### config.mk
export PLATFORM = sky130hd
export DESIGN_NAME = ecs_top
export DESIGN_NICKNAME = d
export VERILOG_FILES = /design/src/ecs_pkg.sv /design/src/ecs_flag_if.sv /design/src/ecs_top.sv /design/src/ecs_flag_bank.sv /design/src/ecs_chan_track.sv
export SDC_FILE = /design/constraint.sdc
export NUM_CORES = 1
export LEC_CHECK = 0
export BUFFER_PORTS_ARGS = -buffer_cell sky130_fd_sc_hd__buf_2
export CORE_MARGIN = 3
export CORE_UTILIZATION = 45
export CTS_CLUSTER_DIAMETER = 60
export CTS_CLUSTER_SIZE = 10
export DETAILED_ROUTE_END_ITERATION = 6
export HOLD_SLACK_MARGIN = 0.08
export PLACE_DENSITY = 0.77
export SLEW_MARGIN = 10
export SYNTH_ARGS = -nofsm -noshare
export SYNTH_HDL_FRONTEND = slang
export SYNTH_SLANG_ARGS = --single-unit
### constraint.sdc
create_clock -name clk_i -period 3.4 [get_ports clk_i]
set_input_delay 0.17 -clock clk_i [delete_from_list [all_inputs] [get_ports clk_i]]
set_output_delay 0.17 -clock clk_i [all_outputs]
set_load 0.005 [all_outputs]
### src/ecs_pkg.sv
package ecs_pkg;
  // ==========================================================
  // sizes
  // ==========================================================
  localparam int NUM_CH = 8; // channel count, fixed by the layout
  localparam int NUM_USERS = 4; // default number of event users
  localparam int ADDR_W = 5; // byte address width of the slave
  localparam int DATA_W = 32; // bus data width
  localparam int BE_W = 4; // byte enables
  localparam int LANE_W = 8; // bits per byte lane
  localparam int MASK_W = 16; // used width of enable and flags
  // field positions inside the 16 used bits
  localparam int EVD_LSB = 8; // event seen bits 15..8
  localparam int OVR_LSB = 0; // overrun bits 7..0
  // ==========================================================
  // register map (byte addresses)
  // ==========================================================
  localparam logic [ADDR_W-1:0] OFS_STATE = 5'h0C;
  localparam logic [ADDR_W-1:0] OFS_EN_CLR = 5'h10;
  localparam logic [ADDR_W-1:0] OFS_EN_SET = 5'h14;
  localparam logic [ADDR_W-1:0] OFS_FLAGS = 5'h18;
  localparam logic [ADDR_W-1:0] OFS_PATH = 5'h1C;
  // reset values
  localparam logic [MASK_W-1:0] MASK_RST = 16'h0000;
  localparam logic [NUM_CH-1:0] PATH_RST = 8'h00;
  localparam logic [NUM_CH-1:0] FLAG_RST = 8'h00;
  localparam logic [DATA_W-1:0] RD_RST = 32'h0000_0000;
  // ==========================================================
  // bus slave states
  // ==========================================================
  typedef enum {BUS_IDLE, BUS_ANSWER} ecs_bus_state_t;
endpackage

### src/ecs_flag_if.sv
`timescale 1ns/10ps
// ============================================================
// sticky flag bank connection
// ============================================================
interface ecs_flag_if;
  logic [ecs_pkg::NUM_CH-1:0] evt_set; // event passed, per channel
  logic [ecs_pkg::NUM_CH-1:0] ovr_set; // overrun condition
  logic [ecs_pkg::NUM_CH-1:0] async_path; // channel on async path
  logic [ecs_pkg::NUM_CH-1:0] evt_clr; // write one to clear
  logic [ecs_pkg::NUM_CH-1:0] ovr_clr; // write one to clear
  logic [ecs_pkg::NUM_CH-1:0] evt_flag; // event seen flags
  logic [ecs_pkg::NUM_CH-1:0] ovr_flag; // overrun flags
  modport bank (
    input evt_set, ovr_set, async_path, evt_clr, ovr_clr,
    output evt_flag, ovr_flag
  );
  modport ctrl (
    output evt_set, ovr_set, async_path, evt_clr, ovr_clr,
    input evt_flag, ovr_flag
  );
endinterface

### src/ecs_top.sv
`timescale 1ns/10ps
// Contract
// - busy high while any attached user owes event
// - ready bit set only when all attached users ready
// - clear-enable write one disables event interrupt
// - clear-enable write one disables overrun interrupt
// - set-enable write one enables event interrupt
// - set-enable write one enables overrun interrupt
// - both enable registers read shared mask
// - event enables 15..8, overrun 7..0, reset zero
// - event flag sets next cycle, requests interrupt
// - async path never sets event flag
// - overrun flag sets next cycle, requests interrupt
// - async path never sets overrun flag
// - flag write one clears event flag
// - flag write one clears overrun flag
// - flags 15..8 event, 7..0 overrun, reset zero
module ecs_top #(
  parameter int NUM_USERS = ecs_pkg::NUM_USERS
) (
  // clock and reset
  input wire logic clk_i,
  input wire logic arst_n_i,
  // avalon-mm slave
  input wire logic [ecs_pkg::ADDR_W-1:0] avs_address_i,
  input wire logic avs_read_i,
  input wire logic avs_write_i,
  input wire logic [ecs_pkg::DATA_W-1:0] avs_writedata_i,
  input wire logic [ecs_pkg::BE_W-1:0] avs_byteenable_i,
  output logic [ecs_pkg::DATA_W-1:0] avs_readdata_o,
  output logic avs_waitrequest_o,
  // channel events from the routing logic
  input wire logic [ecs_pkg::NUM_CH-1:0] chan_event_i,
  input wire logic [ecs_pkg::NUM_CH-1:0] chan_overrun_i,
  // event users
  input wire logic [ecs_pkg::NUM_CH-1:0][NUM_USERS-1:0] user_attach_i,
  input wire logic [NUM_USERS-1:0] user_ready_i,
  input wire logic [NUM_USERS-1:0] user_taken_i,
  // interrupt
  output logic irq_o
);
  // ==========================================================
  // declarations
  // ==========================================================
  ecs_pkg::ecs_bus_state_t state_q; // bus slave phase
  ecs_pkg::ecs_bus_state_t state_d;
  logic bus_req; // read or write held by the master
  logic wr_fire; // edge at which a write takes effect
  logic rd_take; // read sampled in the first cycle
  logic [ecs_pkg::MASK_W-1:0] wr_mask; // written ones, lane gated
  logic [ecs_pkg::MASK_W-1:0] en_q; // shared enable mask
  logic [ecs_pkg::NUM_CH-1:0] path_async_q; // per channel async path
  logic [ecs_pkg::NUM_CH-1:0] pending; // channel busy
  logic [ecs_pkg::NUM_CH-1:0] all_ready; // users all ready
  logic [ecs_pkg::MASK_W-1:0] flags; // packed flag view
  logic [ecs_pkg::DATA_W-1:0] rd_word; // read mux output
  logic [ecs_pkg::DATA_W-1:0] readdata_q; // registered read data
  logic fire_clr; // write to enable clear
  logic fire_set; // write to enable set
  logic fire_flags; // write to flag register
  logic fire_path; // write to path config
  logic [ecs_pkg::NUM_CH-1:0] has_users; // any user attached, per channel

  ecs_flag_if fl ();

  // ==========================================================
  // bus phase machine
  // ==========================================================
  // one wait state: read data is latched in the first cycle
  // so it comes from a flip-flop when waitrequest drops
  assign bus_req = avs_read_i | avs_write_i;

  always_comb
  begin
    state_d = state_q;
    unique case (state_q)
      ecs_pkg::BUS_IDLE:
      begin
        // accept any request held by the master
        if (bus_req)
        begin
          state_d = ecs_pkg::BUS_ANSWER;
        end
      end
      ecs_pkg::BUS_ANSWER:
      begin
        // answer edge, request released afterwards
        state_d = ecs_pkg::BUS_IDLE;
      end
    endcase
  end

  // phase register
  always_ff @(posedge clk_i or negedge arst_n_i)
  begin
    if (!arst_n_i)
    begin
      state_q <= ecs_pkg::BUS_IDLE;
    end
    else
    begin
      state_q <= state_d;
    end
  end

  assign avs_waitrequest_o = bus_req & (state_q == ecs_pkg::BUS_IDLE);
  assign wr_fire = avs_write_i & (state_q == ecs_pkg::BUS_ANSWER);
  assign rd_take = avs_read_i & (state_q == ecs_pkg::BUS_IDLE);

  // ==========================================================
  // write decode
  // ==========================================================
  // only the two low lanes hold bits; upper lanes are ignored
  assign wr_mask = avs_writedata_i[ecs_pkg::MASK_W-1:0]
    & {{ecs_pkg::LANE_W{avs_byteenable_i[1]}},
       {ecs_pkg::LANE_W{avs_byteenable_i[0]}}};
  assign fire_clr = wr_fire & (avs_address_i == ecs_pkg::OFS_EN_CLR);
  assign fire_set = wr_fire & (avs_address_i == ecs_pkg::OFS_EN_SET);
  assign fire_flags = wr_fire & (avs_address_i == ecs_pkg::OFS_FLAGS);
  assign fire_path = wr_fire & (avs_address_i == ecs_pkg::OFS_PATH);

  // ==========================================================
  // interrupt enable mask
  // ==========================================================
  // set and clear are separate addresses, so never both at once
  always_ff @(posedge clk_i or negedge arst_n_i)
  begin
    if (!arst_n_i)
    begin
      en_q <= ecs_pkg::MASK_RST;
    end
    else if (fire_set)
    begin
      en_q <= en_q | wr_mask;
    end
    else if (fire_clr)
    begin
      en_q <= en_q & ~wr_mask;
    end
  end

  // ==========================================================
  // path configuration
  // ==========================================================
  // one bit per channel: high selects the asynchronous path
  always_ff @(posedge clk_i or negedge arst_n_i)
  begin
    if (!arst_n_i)
    begin
      path_async_q <= ecs_pkg::PATH_RST;
    end
    else if (fire_path && avs_byteenable_i[0])
    begin
      path_async_q <= avs_writedata_i[ecs_pkg::NUM_CH-1:0];
    end
  end

  // ==========================================================
  // channel status tracking
  // ==========================================================
  ecs_chan_track #(
    .NCH(ecs_pkg::NUM_CH),
    .NUSR(NUM_USERS)
  ) u_track (
    .clk_i(clk_i),
    .arst_n_i(arst_n_i),
    .event_i(chan_event_i),
    .attach_i(user_attach_i),
    .ready_i(user_ready_i),
    .taken_i(user_taken_i),
    .pending_o(pending),
    .all_ready_o(all_ready)
  );

  // ==========================================================
  // flag bank
  // ==========================================================
  // a new event on a still busy channel also counts as overrun
  assign fl.evt_set = chan_event_i;
  assign fl.ovr_set = chan_overrun_i | (chan_event_i & pending);
  assign fl.async_path = path_async_q;
  assign fl.evt_clr = fire_flags
    ? wr_mask[ecs_pkg::EVD_LSB +: ecs_pkg::NUM_CH] : '0;
  assign fl.ovr_clr = fire_flags
    ? wr_mask[ecs_pkg::OVR_LSB +: ecs_pkg::NUM_CH] : '0;

  ecs_flag_bank u_flags (
    .clk_i(clk_i),
    .arst_n_i(arst_n_i),
    .fl(fl)
  );

  assign flags = {fl.evt_flag, fl.ovr_flag};

  // ==========================================================
  // interrupt output
  // ==========================================================
  assign irq_o = |(flags & en_q);

  // ==========================================================
  // read mux and read data register
  // ==========================================================
  // unmapped addresses read zero and drop writes
  always_comb
  begin
    rd_word = ecs_pkg::RD_RST;
    case (avs_address_i)
      ecs_pkg::OFS_STATE:
      begin
        rd_word = ecs_pkg::DATA_W'({pending, all_ready});
      end
      ecs_pkg::OFS_EN_CLR, ecs_pkg::OFS_EN_SET:
      begin
        rd_word = ecs_pkg::DATA_W'(en_q);
      end
      ecs_pkg::OFS_FLAGS:
      begin
        rd_word = ecs_pkg::DATA_W'(flags);
      end
      ecs_pkg::OFS_PATH:
      begin
        rd_word = ecs_pkg::DATA_W'(path_async_q);
      end
      default:
      begin
        rd_word = ecs_pkg::RD_RST;
      end
    endcase
  end

  // latched in the wait cycle, stands until the next read
  always_ff @(posedge clk_i or negedge arst_n_i)
  begin
    if (!arst_n_i)
    begin
      readdata_q <= ecs_pkg::RD_RST;
    end
    else if (rd_take)
    begin
      readdata_q <= rd_word;
    end
  end

  assign avs_readdata_o = readdata_q;

  // ==========================================================
  // assertions
  // ==========================================================
  a_evd_set_next: assert property (
    @(posedge clk_i) disable iff (!arst_n_i)
    (chan_event_i & ~path_async_q) != '0
    |=> (fl.evt_flag & $past(chan_event_i & ~path_async_q))
        == $past(chan_event_i & ~path_async_q))
    else $error("event seen flag not set after event");

  a_evd_async_quiet: assert property (
    @(posedge clk_i) disable iff (!arst_n_i)
    ##1 (fl.evt_flag & ~$past(fl.evt_flag)
         & $past(path_async_q)) == '0)
    else $error("event seen flag rose on async channel");

  a_ovr_set_next: assert property (
    @(posedge clk_i) disable iff (!arst_n_i)
    (chan_overrun_i & ~path_async_q) != '0
    |=> (fl.ovr_flag & $past(chan_overrun_i & ~path_async_q))
        == $past(chan_overrun_i & ~path_async_q))
    else $error("overrun flag not set after overrun");

  a_ovr_async_quiet: assert property (
    @(posedge clk_i) disable iff (!arst_n_i)
    ##1 (fl.ovr_flag & ~$past(fl.ovr_flag)
         & $past(path_async_q)) == '0)
    else $error("overrun flag rose on async channel");

  a_evd_clear_one: assert property (
    @(posedge clk_i) disable iff (!arst_n_i)
    fire_flags && (fl.evt_set & fl.evt_clr) == '0
    |=> (fl.evt_flag & $past(fl.evt_clr)) == '0)
    else $error("event seen flag survived a clear");

  a_ovr_clear_one: assert property (
    @(posedge clk_i) disable iff (!arst_n_i)
    fire_flags && (fl.ovr_set & fl.ovr_clr) == '0
    |=> (fl.ovr_flag & $past(fl.ovr_clr)) == '0)
    else $error("overrun flag survived a clear");

  a_en_set_bits: assert property (
    @(posedge clk_i) disable iff (!arst_n_i)
    fire_set |=> (en_q & $past(wr_mask)) == $past(wr_mask)
      && (en_q & ~$past(wr_mask)) == ($past(en_q) & ~$past(wr_mask)))
    else $error("enable set write wrong");

  a_en_clr_bits: assert property (
    @(posedge clk_i) disable iff (!arst_n_i)
    fire_clr |=> (en_q & $past(wr_mask)) == '0
      && (en_q & ~$past(wr_mask)) == ($past(en_q) & ~$past(wr_mask)))
    else $error("enable clear write wrong");

  a_en_read_mask: assert property (
    @(posedge clk_i) disable iff (!arst_n_i)
    rd_take && (avs_address_i == ecs_pkg::OFS_EN_SET
      || avs_address_i == ecs_pkg::OFS_EN_CLR)
    |=> avs_readdata_o == ecs_pkg::DATA_W'($past(en_q)))
    else $error("enable read does not show mask");

  a_state_read: assert property (
    @(posedge clk_i) disable iff (!arst_n_i)
    rd_take && avs_address_i == ecs_pkg::OFS_STATE
    |=> avs_readdata_o
        == ecs_pkg::DATA_W'({$past(pending), $past(all_ready)}))
    else $error("channel state read mismatch");

  a_flag_read: assert property (
    @(posedge clk_i) disable iff (!arst_n_i)
    rd_take && avs_address_i == ecs_pkg::OFS_FLAGS
    |=> avs_readdata_o == ecs_pkg::DATA_W'($past(flags)))
    else $error("flag read does not show flags");

  // channels with at least one user, so every channel is watched
  // and not just the one that a test happens to use
  always_comb
  begin
    for (int c = 0; c < ecs_pkg::NUM_CH; c++)
    begin
      has_users[c] = |user_attach_i[c];
    end
  end

  a_busy_on_event: assert property (
    @(posedge clk_i) disable iff (!arst_n_i)
    (chan_event_i & has_users) != '0
    |=> (pending & $past(chan_event_i & has_users))
        == $past(chan_event_i & has_users))
    else $error("channel not busy after event");

  a_irq_follows: assert property (
    @(posedge clk_i) disable iff (!arst_n_i)
    (fl.evt_set & ~path_async_q
      & en_q[ecs_pkg::EVD_LSB +: ecs_pkg::NUM_CH]) != '0
      && !wr_fire
    |=> irq_o)
    else $error("interrupt missing after enabled event");

  a_wait_once: assert property (
    @(posedge clk_i) disable iff (!arst_n_i)
    $rose(bus_req) |-> avs_waitrequest_o ##1 !avs_waitrequest_o)
    else $error("waitrequest not exactly one cycle");
endmodule

### src/ecs_flag_bank.sv
`timescale 1ns/10ps
module ecs_flag_bank (
  // clock and reset
  input wire logic clk_i,
  input wire logic arst_n_i,
  // flag controls and flags
  ecs_flag_if.bank fl
);
  // ==========================================================
  // event seen flags
  // ==========================================================
  // a set arriving with a clear wins, so no event is lost
  always_ff @(posedge clk_i or negedge arst_n_i)
  begin
    if (!arst_n_i)
    begin
      fl.evt_flag <= ecs_pkg::FLAG_RST;
    end
    else
    begin
      fl.evt_flag <= (fl.evt_flag & ~fl.evt_clr)
                   | (fl.evt_set & ~fl.async_path);
    end
  end

  // ==========================================================
  // overrun flags
  // ==========================================================
  // single clock here, so the event clock edge is the bus edge
  always_ff @(posedge clk_i or negedge arst_n_i)
  begin
    if (!arst_n_i)
    begin
      fl.ovr_flag <= ecs_pkg::FLAG_RST;
    end
    else
    begin
      fl.ovr_flag <= (fl.ovr_flag & ~fl.ovr_clr)
                   | (fl.ovr_set & ~fl.async_path);
    end
  end
endmodule

### src/ecs_chan_track.sv
`timescale 1ns/10ps
module ecs_chan_track #(
  parameter int NCH = 8,
  parameter int NUSR = 4
) (
  // clock and reset
  input wire logic clk_i,
  input wire logic arst_n_i,
  // channel events and user side
  input wire logic [NCH-1:0] event_i,
  input wire logic [NCH-1:0][NUSR-1:0] attach_i,
  input wire logic [NUSR-1:0] ready_i,
  input wire logic [NUSR-1:0] taken_i,
  // per channel status
  output logic [NCH-1:0] pending_o,
  output logic [NCH-1:0] all_ready_o
);
  // users that still owe a channel its last event
  logic [NCH-1:0][NUSR-1:0] owed_q;

  // a detached user never holds a channel back
  function automatic logic all_set(
    input logic [NUSR-1:0] rdy,
    input logic [NUSR-1:0] att
  );
    all_set = &(rdy | ~att);
  endfunction

  // ==========================================================
  // outstanding users per channel
  // ==========================================================
  // a new event reloads the owed set, winning over a take
  always_ff @(posedge clk_i or negedge arst_n_i)
  begin
    if (!arst_n_i)
    begin
      owed_q <= '0;
    end
    else
    begin
      for (int c = 0; c < NCH; c++)
      begin
        if (event_i[c])
        begin
          owed_q[c] <= attach_i[c];
        end
        else
        begin
          owed_q[c] <= owed_q[c] & ~taken_i & attach_i[c];
        end
      end
    end
  end

  // ==========================================================
  // status outputs
  // ==========================================================
  always_comb
  begin
    for (int c = 0; c < NCH; c++)
    begin
      pending_o[c] = |owed_q[c];
      all_ready_o[c] = all_set(ready_i, attach_i[c]);
    end
  end
endmodule

== After elaboration in Yosys (flattened, before gate mapping) ==
Index checks and enable logic that the tools add are counted.

* Equal/unequal tests: 8
* Mux-type cells: 15
* Bitwise logic cells: 57
* Reductions and logical operators: 22

{| class="wikitable"
|+ Operators with widths
! operator !! count
|-
| $and 4x4->4 || 16
|-
| $logic_not 32->1 || 2
|-
| $pmux 16 s4 || 1
|-
| $pmux 32 s2 || 1
|-
| $and 16x16->16 || 3
|-
| $and 8x8->8 || 5
|-
| $not 4->4 || 9
|-
| $eq 32x1->1 const B || 1
|-
| $eq 32x2->1 const B || 1
|-
| $mux 16 || 2
|-
| $mux 32 || 1
|-
| $mux 4 || 8
|-
| $or 4x4->4 || 8
|-
| $reduce_and 4->1 || 8
|-
| $reduce_or 4->1 || 8
|-
| $not 8->8 || 3
|-
| $or 8x8->8 || 3
|-
| $eq 5x5->1 const B || 4
|-
| $mux 8 || 2
|-
| $not 16->16 || 1
|-
| $or 16x16->16 || 1
|-
| $reduce_or 16->1 || 1
|-
| $and 1x1->1 || 7
|-
| $eq 5x4->1 const B || 1
|-
| 5 further kinds || 5
|}

* Flip-flop bits (word level): 136
* Bits of input ports: 101
* Output and inout port bits: 34
* Logic and storage cells: 116

== Longest topological paths before layout ==
Gate-level depths: netlist of run 1.

* Depth in word-level cells: 7
* Gate-level depth with buffers: 6
* Depth with buffers taken out: 3

== Modules after synthesis ==
Synthesis of run 1 repeated with hierarchy kept, for this count alone.

* Cells, all modules: 432
* Area total of the unflattened synthesis: 4645.7 um2

{| class="wikitable"
|+ By module, submodules not included
! module !! instances !! cells each !! area an instance (um2) !! sequential area each (um2)
|-
| ecs_top || 1 || 231 || 2436.1 || 1026.0
|-
| ecs_chan_track || 1 || 137 || 1589.0 || 800.8
|-
| ecs_flag_bank || 1 || 64 || 620.6 || 400.4
|}

== Least setup slack after synthesis of run 1 ==
No wires, ideal clock.

* Path kind: register to register
* From: register state_q[0]
* To: register readdata_q (netlist bit avs_readdata_o[5])
* Setup time: 0.094 ns
* Arrival time: 1.578 ns
* Required time: 3.306 ns
* Slack: 1.729 ns
* Stages on the path, launching flop included: 7
* Buffers on the path: 3
* Clock period less this slack: 1.671 ns
* Cells stage by stage: dfrtp_1 -> nand2b_1 -> buf_6 -> or4_4 -> buf_6 -> buf_6 -> o221ai_1

* Longest elaborated chain between the ends: 2

{| class="wikitable"
|+ RTL lines
! element !! RTL line !! RTL
|-
| from (decl) || ecs_top.sv:45 || <nowiki>ecs_pkg::ecs_bus_state_t state_q;</nowiki>
|-
| from (signal assigned) || ecs_top.sv:98 || <nowiki>state_q <= ecs_pkg::BUS_IDLE;</nowiki>
|-
| from (signal assigned) || ecs_top.sv:102 || <nowiki>state_q <= state_d;</nowiki>
|-
| $logic_not 32->1 || ecs_top.sv:108 || <nowiki>assign rd_take = avs_read_i & (state_q == ecs_pkg::BUS_IDLE);</nowiki>
|-
| $and 1x1->1 || ecs_top.sv:108 ||
|-
| to (signal assigned) || ecs_top.sv:236 || <nowiki>readdata_q <= ecs_pkg::RD_RST;</nowiki>
|-
| to (signal assigned) || ecs_top.sv:240 || <nowiki>readdata_q <= rd_word;</nowiki>
|-
| to (decl) || ecs_top.sv:57 || <nowiki>logic [ecs_pkg::DATA_W-1:0] readdata_q;</nowiki>
|}

Every way passes these cells.
A chain may end at the register's enable or synchronous reset.

== Worst setup path in the final report of run 1 ==
* From: register state_q[0]
* To: register readdata_q (netlist bit avs_readdata_o[3])

The elaborated chain is that of the path after synthesis.

==> results of run 1 <==
-- layout make-up --
class                   count  area (um^2)  area share (%)
well taps                 133          166            2.92
repair buffers            145          938            16.4
flip-flops and latches     89         2230            39.0
clock inverters             5         80.1            1.40
multi-input cells         301         2100            36.8
clock buffers              10          138            2.41
inverters                  15         56.3           0.986
-- routing by layer --
metal | global-route usage (%) | up-vias | routed length, um
met5 | 0 | - | 0
met4 | 7.76 | 0 | 268
met3 | 4.76 | 23 | 1040
met2 | 40.9 | 211 | 6830
met1 | 32.0 | 2012 | 5680
li1 | - | 1819 | -
-- Yosys cell counts, types with 2 or more instances --
master | instances | area (um^2)
nand2_1 | 32 | 120
nand2b_1 | 58 | 363
a21oi_1 | 16 | 80.1
clkbuf_1 | 13 | 48.8
nand4_1 | 27 | 169
a21boi_0 | 25 | 188
o2111ai_1 | 7 | 61.3
dfrtp_1 | 89 | 2230
buf_2 | 6 | 30.0
mux2_2 | 30 | 338
nor2b_1 | 3 | 18.8
o21ai_0 | 6 | 30.0
a221oi_1 | 4 | 35.0
mux2_1 | 2 | 22.5
inv_1 | 15 | 56.3
o2bb2ai_1 | 8 | 70.1
o21ai_1 | 2 | 10.0
a32oi_1 | 8 | 70.1
o221ai_1 | 15 | 131
nor2_1 | 3 | 11.3
o31ai_1 | 8 | 60.1
buf_4 | 16 | 120
a22oi_1 | 8 | 60.1
buf_6 | 3 | 33.8
or4_1 | 8 | 60.1
a22o_1 | 4 | 35.0
-- worst paths after layout --
path | start | end | slack, ns
max in group asynchronous | arst_n_i | u_flags.fl.ovr_flag[3] | 2.07
hold reg to reg | avs_readdata_o[0] | avs_readdata_o[0] | 0.49
hold / removal | avs_writedata_i[1] | fl.async_path[1] | 0.09
setup reg to reg | state_q[0] | avs_readdata_o[3] | 1.33
min in group asynchronous | arst_n_i | asynchronous set/reset pin | 0.44
setup / recovery | state_q[0] | avs_readdata_o[3] | 1.33
-- repair_timing --
item / 4_1_cts / 5_1_grt
hold buffers: 39 / 0
hold endpoints to repair: 101 / 0
setup endpoints to repair: 0 / 0
gates resized for setup: 0 / 0
-- stage by stage --
stage	total power, mW	setup slack (ns)	instances	util, %
2_1_floorplan	1.34	1.73	444	-
3_3_place_gp	1.48	1.40	644	51.9
3_5_place_dp	1.49	1.36	644	51.9
4_1_cts	2.32	1.35	698	58.1
5_1_grt	2.40	1.19	698	58.1
6_report	2.32	1.33	698	58.1
-- cell usage in the layout, fill, tap and decap left out, types with 7 or more instances in the layout --
| cell | Yosys | routed |
|---|---|---|
| buf_2 | 6 | 99 |
| dfrtp_1 | 89 | 89 |
| o2bb2ai_1 | 8 | 8 |
| o31ai_1 | 8 | 8 |
| a32oi_1 | 8 | 8 |
| o2111ai_1 | 7 | 7 |
| inv_1 | 15 | 15 |
| nand4_1 | 27 | 27 |
| nand2_1 | 32 | 32 |
| conb_1 | 1 | 16 |
| dlygate4sd3_1 | 0 | 39 |
| a21boi_0 | 25 | 25 |
| o221ai_1 | 15 | 15 |
| clkbuf_8 | 0 | 10 |
| a22oi_1 | 8 | 8 |
| a21oi_1 | 16 | 16 |
| or4_1 | 8 | 8 |
| nand2b_1 | 58 | 58 |
| mux2_2 | 30 | 30 |
| buf_4 | 16 | 7 |
-- logic make-up (layout without fill, tap and decap cells) --
group / Yosys count / after routing / synth area share, %
AO/OA/AOI/OAI: 112 / 112 / 18.4
buffers and inverters: 54 / 175 / 6.43
flip-flops: 89 / 89 / 48.9
multiplexers: 32 / 32 / 7.91
other: 1 / 16 / 0.0823
AND/OR/NAND/NOR: 141 / 141 / 18.3
-- power by group --
part           leakage (nW)  internal [mW]  switching (mW)
logic                  1.33          0.164           0.194
clock network         0.104          0.429           0.381
registers              1.11           1.11          0.0399
==> results.toml, run 1 <==
[run_status]
status = "completed"

[sta]
holdWs_ns = 0.0882
setup_viol = 0
rsz0062_at_grt = "no"
hold_violations = 0
slew_violations = 0
max_freq_mhz = 482
worstMarginPinSlew_ns = 0.839
fin_skew_ns = 0.0106
finalCritPeriodShare_pct = 61.0
period_minus_slack_ns = 2.07
fin_tns_setup_ns = 0
relSlewSlack_pct = 44.1

[place]
gp_routability_congestion = 0.853
io_buffers = 100
dp_hpwl_um = 9780
place_area_mm2 = 0.00510

[synthesis]
synthFlopType = "dfrtp_1"
seq_area_frac_synth_pct = 48.9
ys_seq_elements = 89
yosysWarnings = 0
synth_enable_flop_cells = 0
synthArstFlopShare_pct = 100
syn_inst = 429
synth.avg_cell_area_um2 = 10.6
synth.distinct_cells = 39
synth_area_mm2 = 0.00456

[clock_network]
cts_buffer_depth = 2
clk_latency_ns = 0.37
htree_levels = 3
cts.sinks = 89
cts_setup_buffers = 0
root_buffer = "clkbuf_8"
numCtsBuffers = 9
clk_pin_slew_worst_paths_ns = 0.09
tritoncts = "yes"

[drt]
drtAntennaViolNets = 0
avgRoutedWirePerCell_um = 19.8
drc = 0
vias_per_cell = 5.82
drt-total-wl_um = 13800
firstDrtPassIters = 5
drtIter0Drc = 343
dr_total_vias = 4065

[floorplan]
core_mm2 = 0.00982
ios = 135
placementRows = 36
die_area_mm2 = 0.0114
dieHeight_um = 107
die_x_um = 107
start_util_pct = 46.4

[run]
drv_cap = 0

[critical_path]
path_buf_inv = 0
cp-end-kind = "flop"
crit_fanout = 17
reg2reg_depth = 3
start_kind = "flop"
cp.required_ns = 3.67
slowest_stage = "or4_4"
path_cells = "nand2b_1, or4_4, o221ai_1"
critical-path-top-delay-family = "simple AND/OR/NAND/NOR gates"
crit_type = "reg2reg"
path_depth = 3
max_stage_delay_ns = 0.78
arrival_ns = 2.34

[layout]
num-nets-final = 662
drive_above_1_share_pct = 27.4
nFillCells = 854
antenna_cells = 0
fin_area_mm2 = 0.00571
area_growth_pct = 25.3

[hold_path]
hold_path_depth = 2
holdCritPathClass = "in2reg"

[global_route]
track_usage_pct = 24.4
grt_max_degree = 66
antenna_found_initial = 0
grt_first_pass_wirelength_um = 21400
first_global_vias = 4076
grt_overflow = 0

[power_and_ir_drop]
p_per_area_mw_per_mm2 = 406
peakVddDrop_mv = 0.203
p_leak_nw = 2.55
No activity file was read; power rests on OpenSTA's default activity.
==> inputs of run 2 (changes only) <==
--- a/config.mk
+++ b/config.mk
@@ -12,7 +12,7 @@
 export CTS_CLUSTER_SIZE = 10
 export DETAILED_ROUTE_END_ITERATION = 6
 export HOLD_SLACK_MARGIN = 0.08
-export PLACE_DENSITY = 0.77
+export PLACE_DENSITY = 0.8
 export SLEW_MARGIN = 10
 export SYNTH_ARGS = -nofsm -noshare
 export SYNTH_HDL_FRONTEND = slang
==> constraint.sdc (replaced) <==
create_clock -name clk_i -period 1.9 [get_ports clk_i]
set_input_delay 0.095 -clock clk_i [delete_from_list [all_inputs] [get_ports clk_i]]
set_output_delay 0.095 -clock clk_i [all_outputs]
set_load 0.005 [all_outputs]
==> run 2 against run 1 <==
Via count is 2.0% higher. Core utilization is 3.3 points higher. Critical path depth is 1 higher.
==> results.toml, run 2 (synthesis results as in run 1) <==
[run_status]
status = "completed"

[global_route]
first_global_vias = 4295
grt_first_pass_wirelength_um = 21700
grt_max_degree = 46
antenna_found_initial = 0
track_usage_pct = 24.5
grt_overflow = 0

[floorplan]
start_util_pct = 46.4
placementRows = 36
dieHeight_um = 107
ios = 135
die_area_mm2 = 0.0114
core_mm2 = 0.00982
die_x_um = 107

[drt]
drtAntennaViolNets = 0
dr_total_vias = 4145
avgRoutedWirePerCell_um = 18.6
drt-total-wl_um = 13600
firstDrtPassIters = 4
drc = 0
drtIter0Drc = 329
vias_per_cell = 5.69

[critical_path]
crit_type = "reg2reg"
r2r_start = "u_track.owed_q[24]"
crit_start = "u_track.owed_q[24]"
crit_fanout = 2
worst-r2r-setup-slack_ns = 0.07
reg2reg_depth = 4
crit_end = "u_flags.fl.ovr_flag[6]"
arrival_ns = 2.09
cp.required_ns = 2.15
cp-end-kind = "flop"
r2r_end = "u_flags.fl.ovr_flag[6]"
start_kind = "flop"

[clock_network]
cts_setup_buffers = 0
cts.sinks = 89
clk_pin_slew_worst_paths_ns = 0.09
root_buffer = "clkbuf_8"
htree_levels = 3
tritoncts = "yes"
clk_latency_ns = 0.36
numCtsBuffers = 9
cts_buffer_depth = 2

[sta]
finalCritPeriodShare_pct = 96.4
slew_violations = 0
fin_skew_ns = 0.00765
relSlewSlack_pct = 60.8
max_freq_mhz = 546
worstMarginPinSlew_ns = 0.588
period_minus_slack_ns = 1.83
fin_tns_setup_ns = 0
setup_viol = 0
rsz0062_at_grt = "no"
setup_ws_ns = 0.0676
hold_violations = 0

[power_and_ir_drop]
internal-power_mw = 3.01
p_per_area_mw_per_mm2 = 681
p_leak_nw = 2.69
power_frac_comb_pct = 17.0
peakVddDrop_mv = 0.320
seqPwrFrac_pct = 50.3
swShare_pct = 26.6
clkPwrFrac_pct = 32.8
p_sw_mw = 1.09

[place]
place_ws_ns = 0.211
gp_routability_congestion = 0.874
dp_hpwl_um = 9840
place_area_mm2 = 0.00515
io_buffers = 100

[layout]
nFillCells = 849
area_growth_pct = 32.3
mostFrequentLayoutCell = "buf_2"
final_util_pct = 61.4
final_cell_mix = "buf_2, dfrtp_1, dlygate4sd3_1, nand2b_1, nand2_1"
antenna_cells = 0
drive_above_1_share_pct = 27.7
fin_area_mm2 = 0.00603
num-nets-final = 691

[run]
drv_cap = 0

[hold_path]
holdCritPathClass = "in2reg"
## run 2: cell count changes in the layout (fill, tap and decap cells not counted), moves of 2 or more
| cell | change |
|---|---|
| dlygate4sd3_1 | +26 |
| clkinv_2 | +2 |
| clkinvlp_4 | -2 |
| or4_4 | +4 |
| or4_1 | -4 |
| buf_12 | +2 |
## run 2: worst min-delay path by stage
stage	start	end	slack (ns)	cells after the start
2_1_floorplan	arst_n_i	asynchronous set/reset pin	-0.20	0
3_5_place_dp	arst_n_i	u_track.owed_q[20]	0.13	1
5_1_grt	chan_event_i[6]	u_track.owed_q[24]	0.11	3
4_1_cts	chan_event_i[6]	u_track.owed_q[24]	0.08	3
3_3_place_gp	arst_n_i	u_track.owed_q[20]	0.13	1
6_report	chan_event_i[6]	u_track.owed_q[24]	0.08	3
## run 2: stage by stage
| step | instances | hold WS (ns) | total power, mW |
|---|---|---|---|
| after floorplan | 444 | -0.201 | 2.40 |
| after global placement | 647 | 0.125 | 2.65 |
| after detailed placement | 647 | 0.130 | 2.67 |
| after CTS | 729 | 0.0809 | 4.11 |
| after global routing | 728 | 0.105 | 4.26 |
| final | 728 | 0.0770 | 4.11 |
## run 2: critical path, cell delays in order, from the launching register on
cell and delay [ns]:
dfrtp_1 0.39, or4_4 0.54, a21oi_1 0.16, dlygate4sd3_1 0.57, o2bb2ai_1 0.07
## run 2: cell type report
type | count | area, um^2 | share of cell area [%]
clock buffer | 11 | 151 | 2.51
sequential | 89 | 2230 | 36.9
clock inverter | 5 | 53.8 | 0.892
inverter | 15 | 56.3 | 0.934
tap | 133 | 166 | 2.76
timing repair buffer | 174 | 1250 | 20.7
multi-input combinational | 301 | 2130 | 35.3
## run 2: power by group through the flow
stage               registers, mW  clock network [mW]  logic (mW)
detailed placement           2.10                   0       0.577
global placement             2.09                   0       0.563
global route                 2.08                1.41       0.764
finish                       2.06                1.35       0.696
floorplan                    2.07                   0       0.322
CTS                          2.06                1.36       0.688
## run 2: layer usage
layer | global-route usage [%] | up-vias | routed length (um)
met4 | 8.86 | 0 | 394
met2 | 40.8 | 206 | 6650
li1 | - | 1880 | -
met5 | 0 | - | 0
met1 | 31.5 | 2025 | 5410
met3 | 5.18 | 34 | 1120
## run 2: repair_timing
item / in CTS / in global routing
resized for setup: 0 / 6
setup endpoints to repair: 0 / 5
hold buffers: 66 / 0
hold endpoints to repair: 101 / 0
==> inputs of run 3 (changes only) <==
--- a/config.mk
+++ b/config.mk
@@ -6,13 +6,14 @@
 export NUM_CORES = 1
 export LEC_CHECK = 0
 export BUFFER_PORTS_ARGS = -buffer_cell sky130_fd_sc_hd__buf_2
-export CORE_MARGIN = 3
+export CORE_MARGIN = 1
 export CORE_UTILIZATION = 45
 export CTS_CLUSTER_DIAMETER = 60
 export CTS_CLUSTER_SIZE = 10
 export DETAILED_ROUTE_END_ITERATION = 6
 export HOLD_SLACK_MARGIN = 0.08
 export PLACE_DENSITY = 0.8
+export REMOVE_ABC_BUFFERS = 1
 export SLEW_MARGIN = 10
 export SYNTH_ARGS = -nofsm -noshare
 export SYNTH_HDL_FRONTEND = slang
==> run 3 against run 2 <==
Core utilization decreased by 0.14 points. Critical path depth unchanged. Power increased by 0.79%. Clock power increased by 3%. Die area decreased by 7.4%. Maximum frequency decreased by 2.1%. Hold slack improved by 0.0077 ns. Non-clock buffer count decreased by 2.
==> results.toml, run 3 (synthesis results as in run 1) <==
[run_status]
status = "completed"

[place]
place_ws_ns = 0.193
dp_hpwl_um = 9700
gp_routability_congestion = 0.860
io_buffers = 100

[drt]
vias_per_cell = 5.72
dr_total_vias = 4152
drc = 0
drtAntennaViolNets = 0
firstDrtPassIters = 5
drtIter0Drc = 268
avgRoutedWirePerCell_um = 18.5
drt-total-wl_um = 13500

[layout]
area_growth_pct = 31.4
final_util_pct = 61.3
drive_above_1_share_pct = 27.8
antenna_cells = 0
nFillCells = 837
mostFrequentLayoutCell = "buf_2"
final_cell_mix = "buf_2, dfrtp_1, dlygate4sd3_1, nand2b_1, nand2_1"
num-nets-final = 689

[global_route]
track_usage_pct = 27.1
grt_overflow = 0
grt_first_pass_wirelength_um = 21200
grt_max_degree = 41
antenna_found_initial = 0
first_global_vias = 4262

[critical_path]
max_stage_delay_ns = 0.58
path_cells = "or4_4, a21oi_1, dlygate4sd3_1, o2bb2ai_1"
crit_type = "reg2reg"
arrival_ns = 2.11
cp.required_ns = 2.14
path_buf_inv = 1
cp-end-kind = "flop"
critical-path-top-delay-family = "buffers and inverters"
crit_fanout = 2
start_kind = "flop"
slowest_stage = "dlygate4sd3_1"

[power_and_ir_drop]
p_per_area_mw_per_mm2 = 691
peakVddDrop_mv = 0.396
finalPower_mw = 4.14
p_leak_nw = 2.67

[sta]
period_minus_slack_ns = 1.87
worstMarginPinSlew_ns = 0.546
max_freq_mhz = 534
setup_ws_ns = 0.0283
finalCritPeriodShare_pct = 98.5
rsz0062_at_grt = "no"
fin_skew_ns = 0.00504
slew_violations = 0
relSlewSlack_pct = 63.6
fin_tns_setup_ns = 0
holdWs_ns = 0.0847
setup_viol = 0
hold_violations = 0

[floorplan]
die_x_um = 103
dieHeight_um = 103
die_area_mm2 = 0.0105
start_util_pct = 46.6
core_mm2 = 0.00977
placementRows = 36
ios = 135

[hold_path]
holdCritPathClass = "in2reg"

[clock_network]
htree_levels = 3
cts_setup_buffers = 0
cts.sinks = 89
cts_buffer_depth = 2
clk_latency_ns = 0.35
numCtsBuffers = 9
tritoncts = "yes"
clk_pin_slew_worst_paths_ns = 0.09
root_buffer = "clkbuf_8"

[run]
drv_cap = 0
run 3: cell types whose count changed in the layout (fill, tap and decap cells not counted), sizes merged:
cell         previous run  this run
clkinvlp                0         2
clkinv                  4         1
dlygate4sd3            65        60
clkbuf                 11        12
buf                   109       112
run 3: layout make-up:
class | instances | area (um^2) | share of cell area (%)
Clock buffer | 12 | 165 | 2.76
Sequential cell | 89 | 2230 | 37.2
Timing Repair Buffer | 172 | 1210 | 20.1
Tap cell | 133 | 166 | 2.78
Clock inverter | 4 | 50.0 | 0.836
Multi-Input combinational cell | 301 | 2120 | 35.3
Inverter | 15 | 56.3 | 0.940
run 3: timing repair:
item                                    4_1_cts  5_1_grt
gates resized for setup                       0        3
endpoints found under the setup margin        0        3
endpoints found under the hold margin        90        0
hold buffers                                 60        0
run 3: worst paths after layout:
path / slack, ns / end / cells past startpoint / startpoint
max: 0.03 / u_flags.fl.ovr_flag[3] / 4 / u_track.owed_q[12]
min: 0.08 / u_flags.fl.evt_flag[4] / 4 / avs_writedata_i[12]
max reg2reg: 0.03 / u_flags.fl.ovr_flag[3] / 4 / u_track.owed_q[12]
min reg2reg: 0.50 / u_flags.fl.ovr_flag[1] / 1 / fl.async_path[1]
max in group asynchronous: 0.97 / asynchronous set/reset pin / 3 / arst_n_i
min in group asynchronous: 0.27 / avs_readdata_o[14] / 2 / arst_n_i
run 3: worst reg2reg max path, cell delays in order (launching register included):
cell           delay (ns)
dfrtp_1              0.40
or4_4                0.55
a21oi_1              0.17
dlygate4sd3_1        0.58
o2bb2ai_1            0.07
run 3: power breakdown:
group          switching, mW  leakage (nW)  internal [mW]
combinational          0.350          1.46          0.339
clock                  0.672         0.105          0.714
sequential            0.0755          1.11           1.99
total                   1.10          2.67           3.04
run 3: per-layer routing:
layer	vias to the layer above	track usage, %	wire length [um]
li1	1872	-	-
met1	2008	35.4	5480
met2	234	43.6	6570
met3	38	3.66	977
met4	0	14.8	428
met5	-	0	0
run 3: metrics by stage:
stage / instances / instance area, um^2
final: 726 / 5990
after global routing: 726 / 5990
after CTS: 726 / 5970
after detailed placement: 650 / 5160
after global placement: 650 / 5160
after floorplan: 405 / 4380
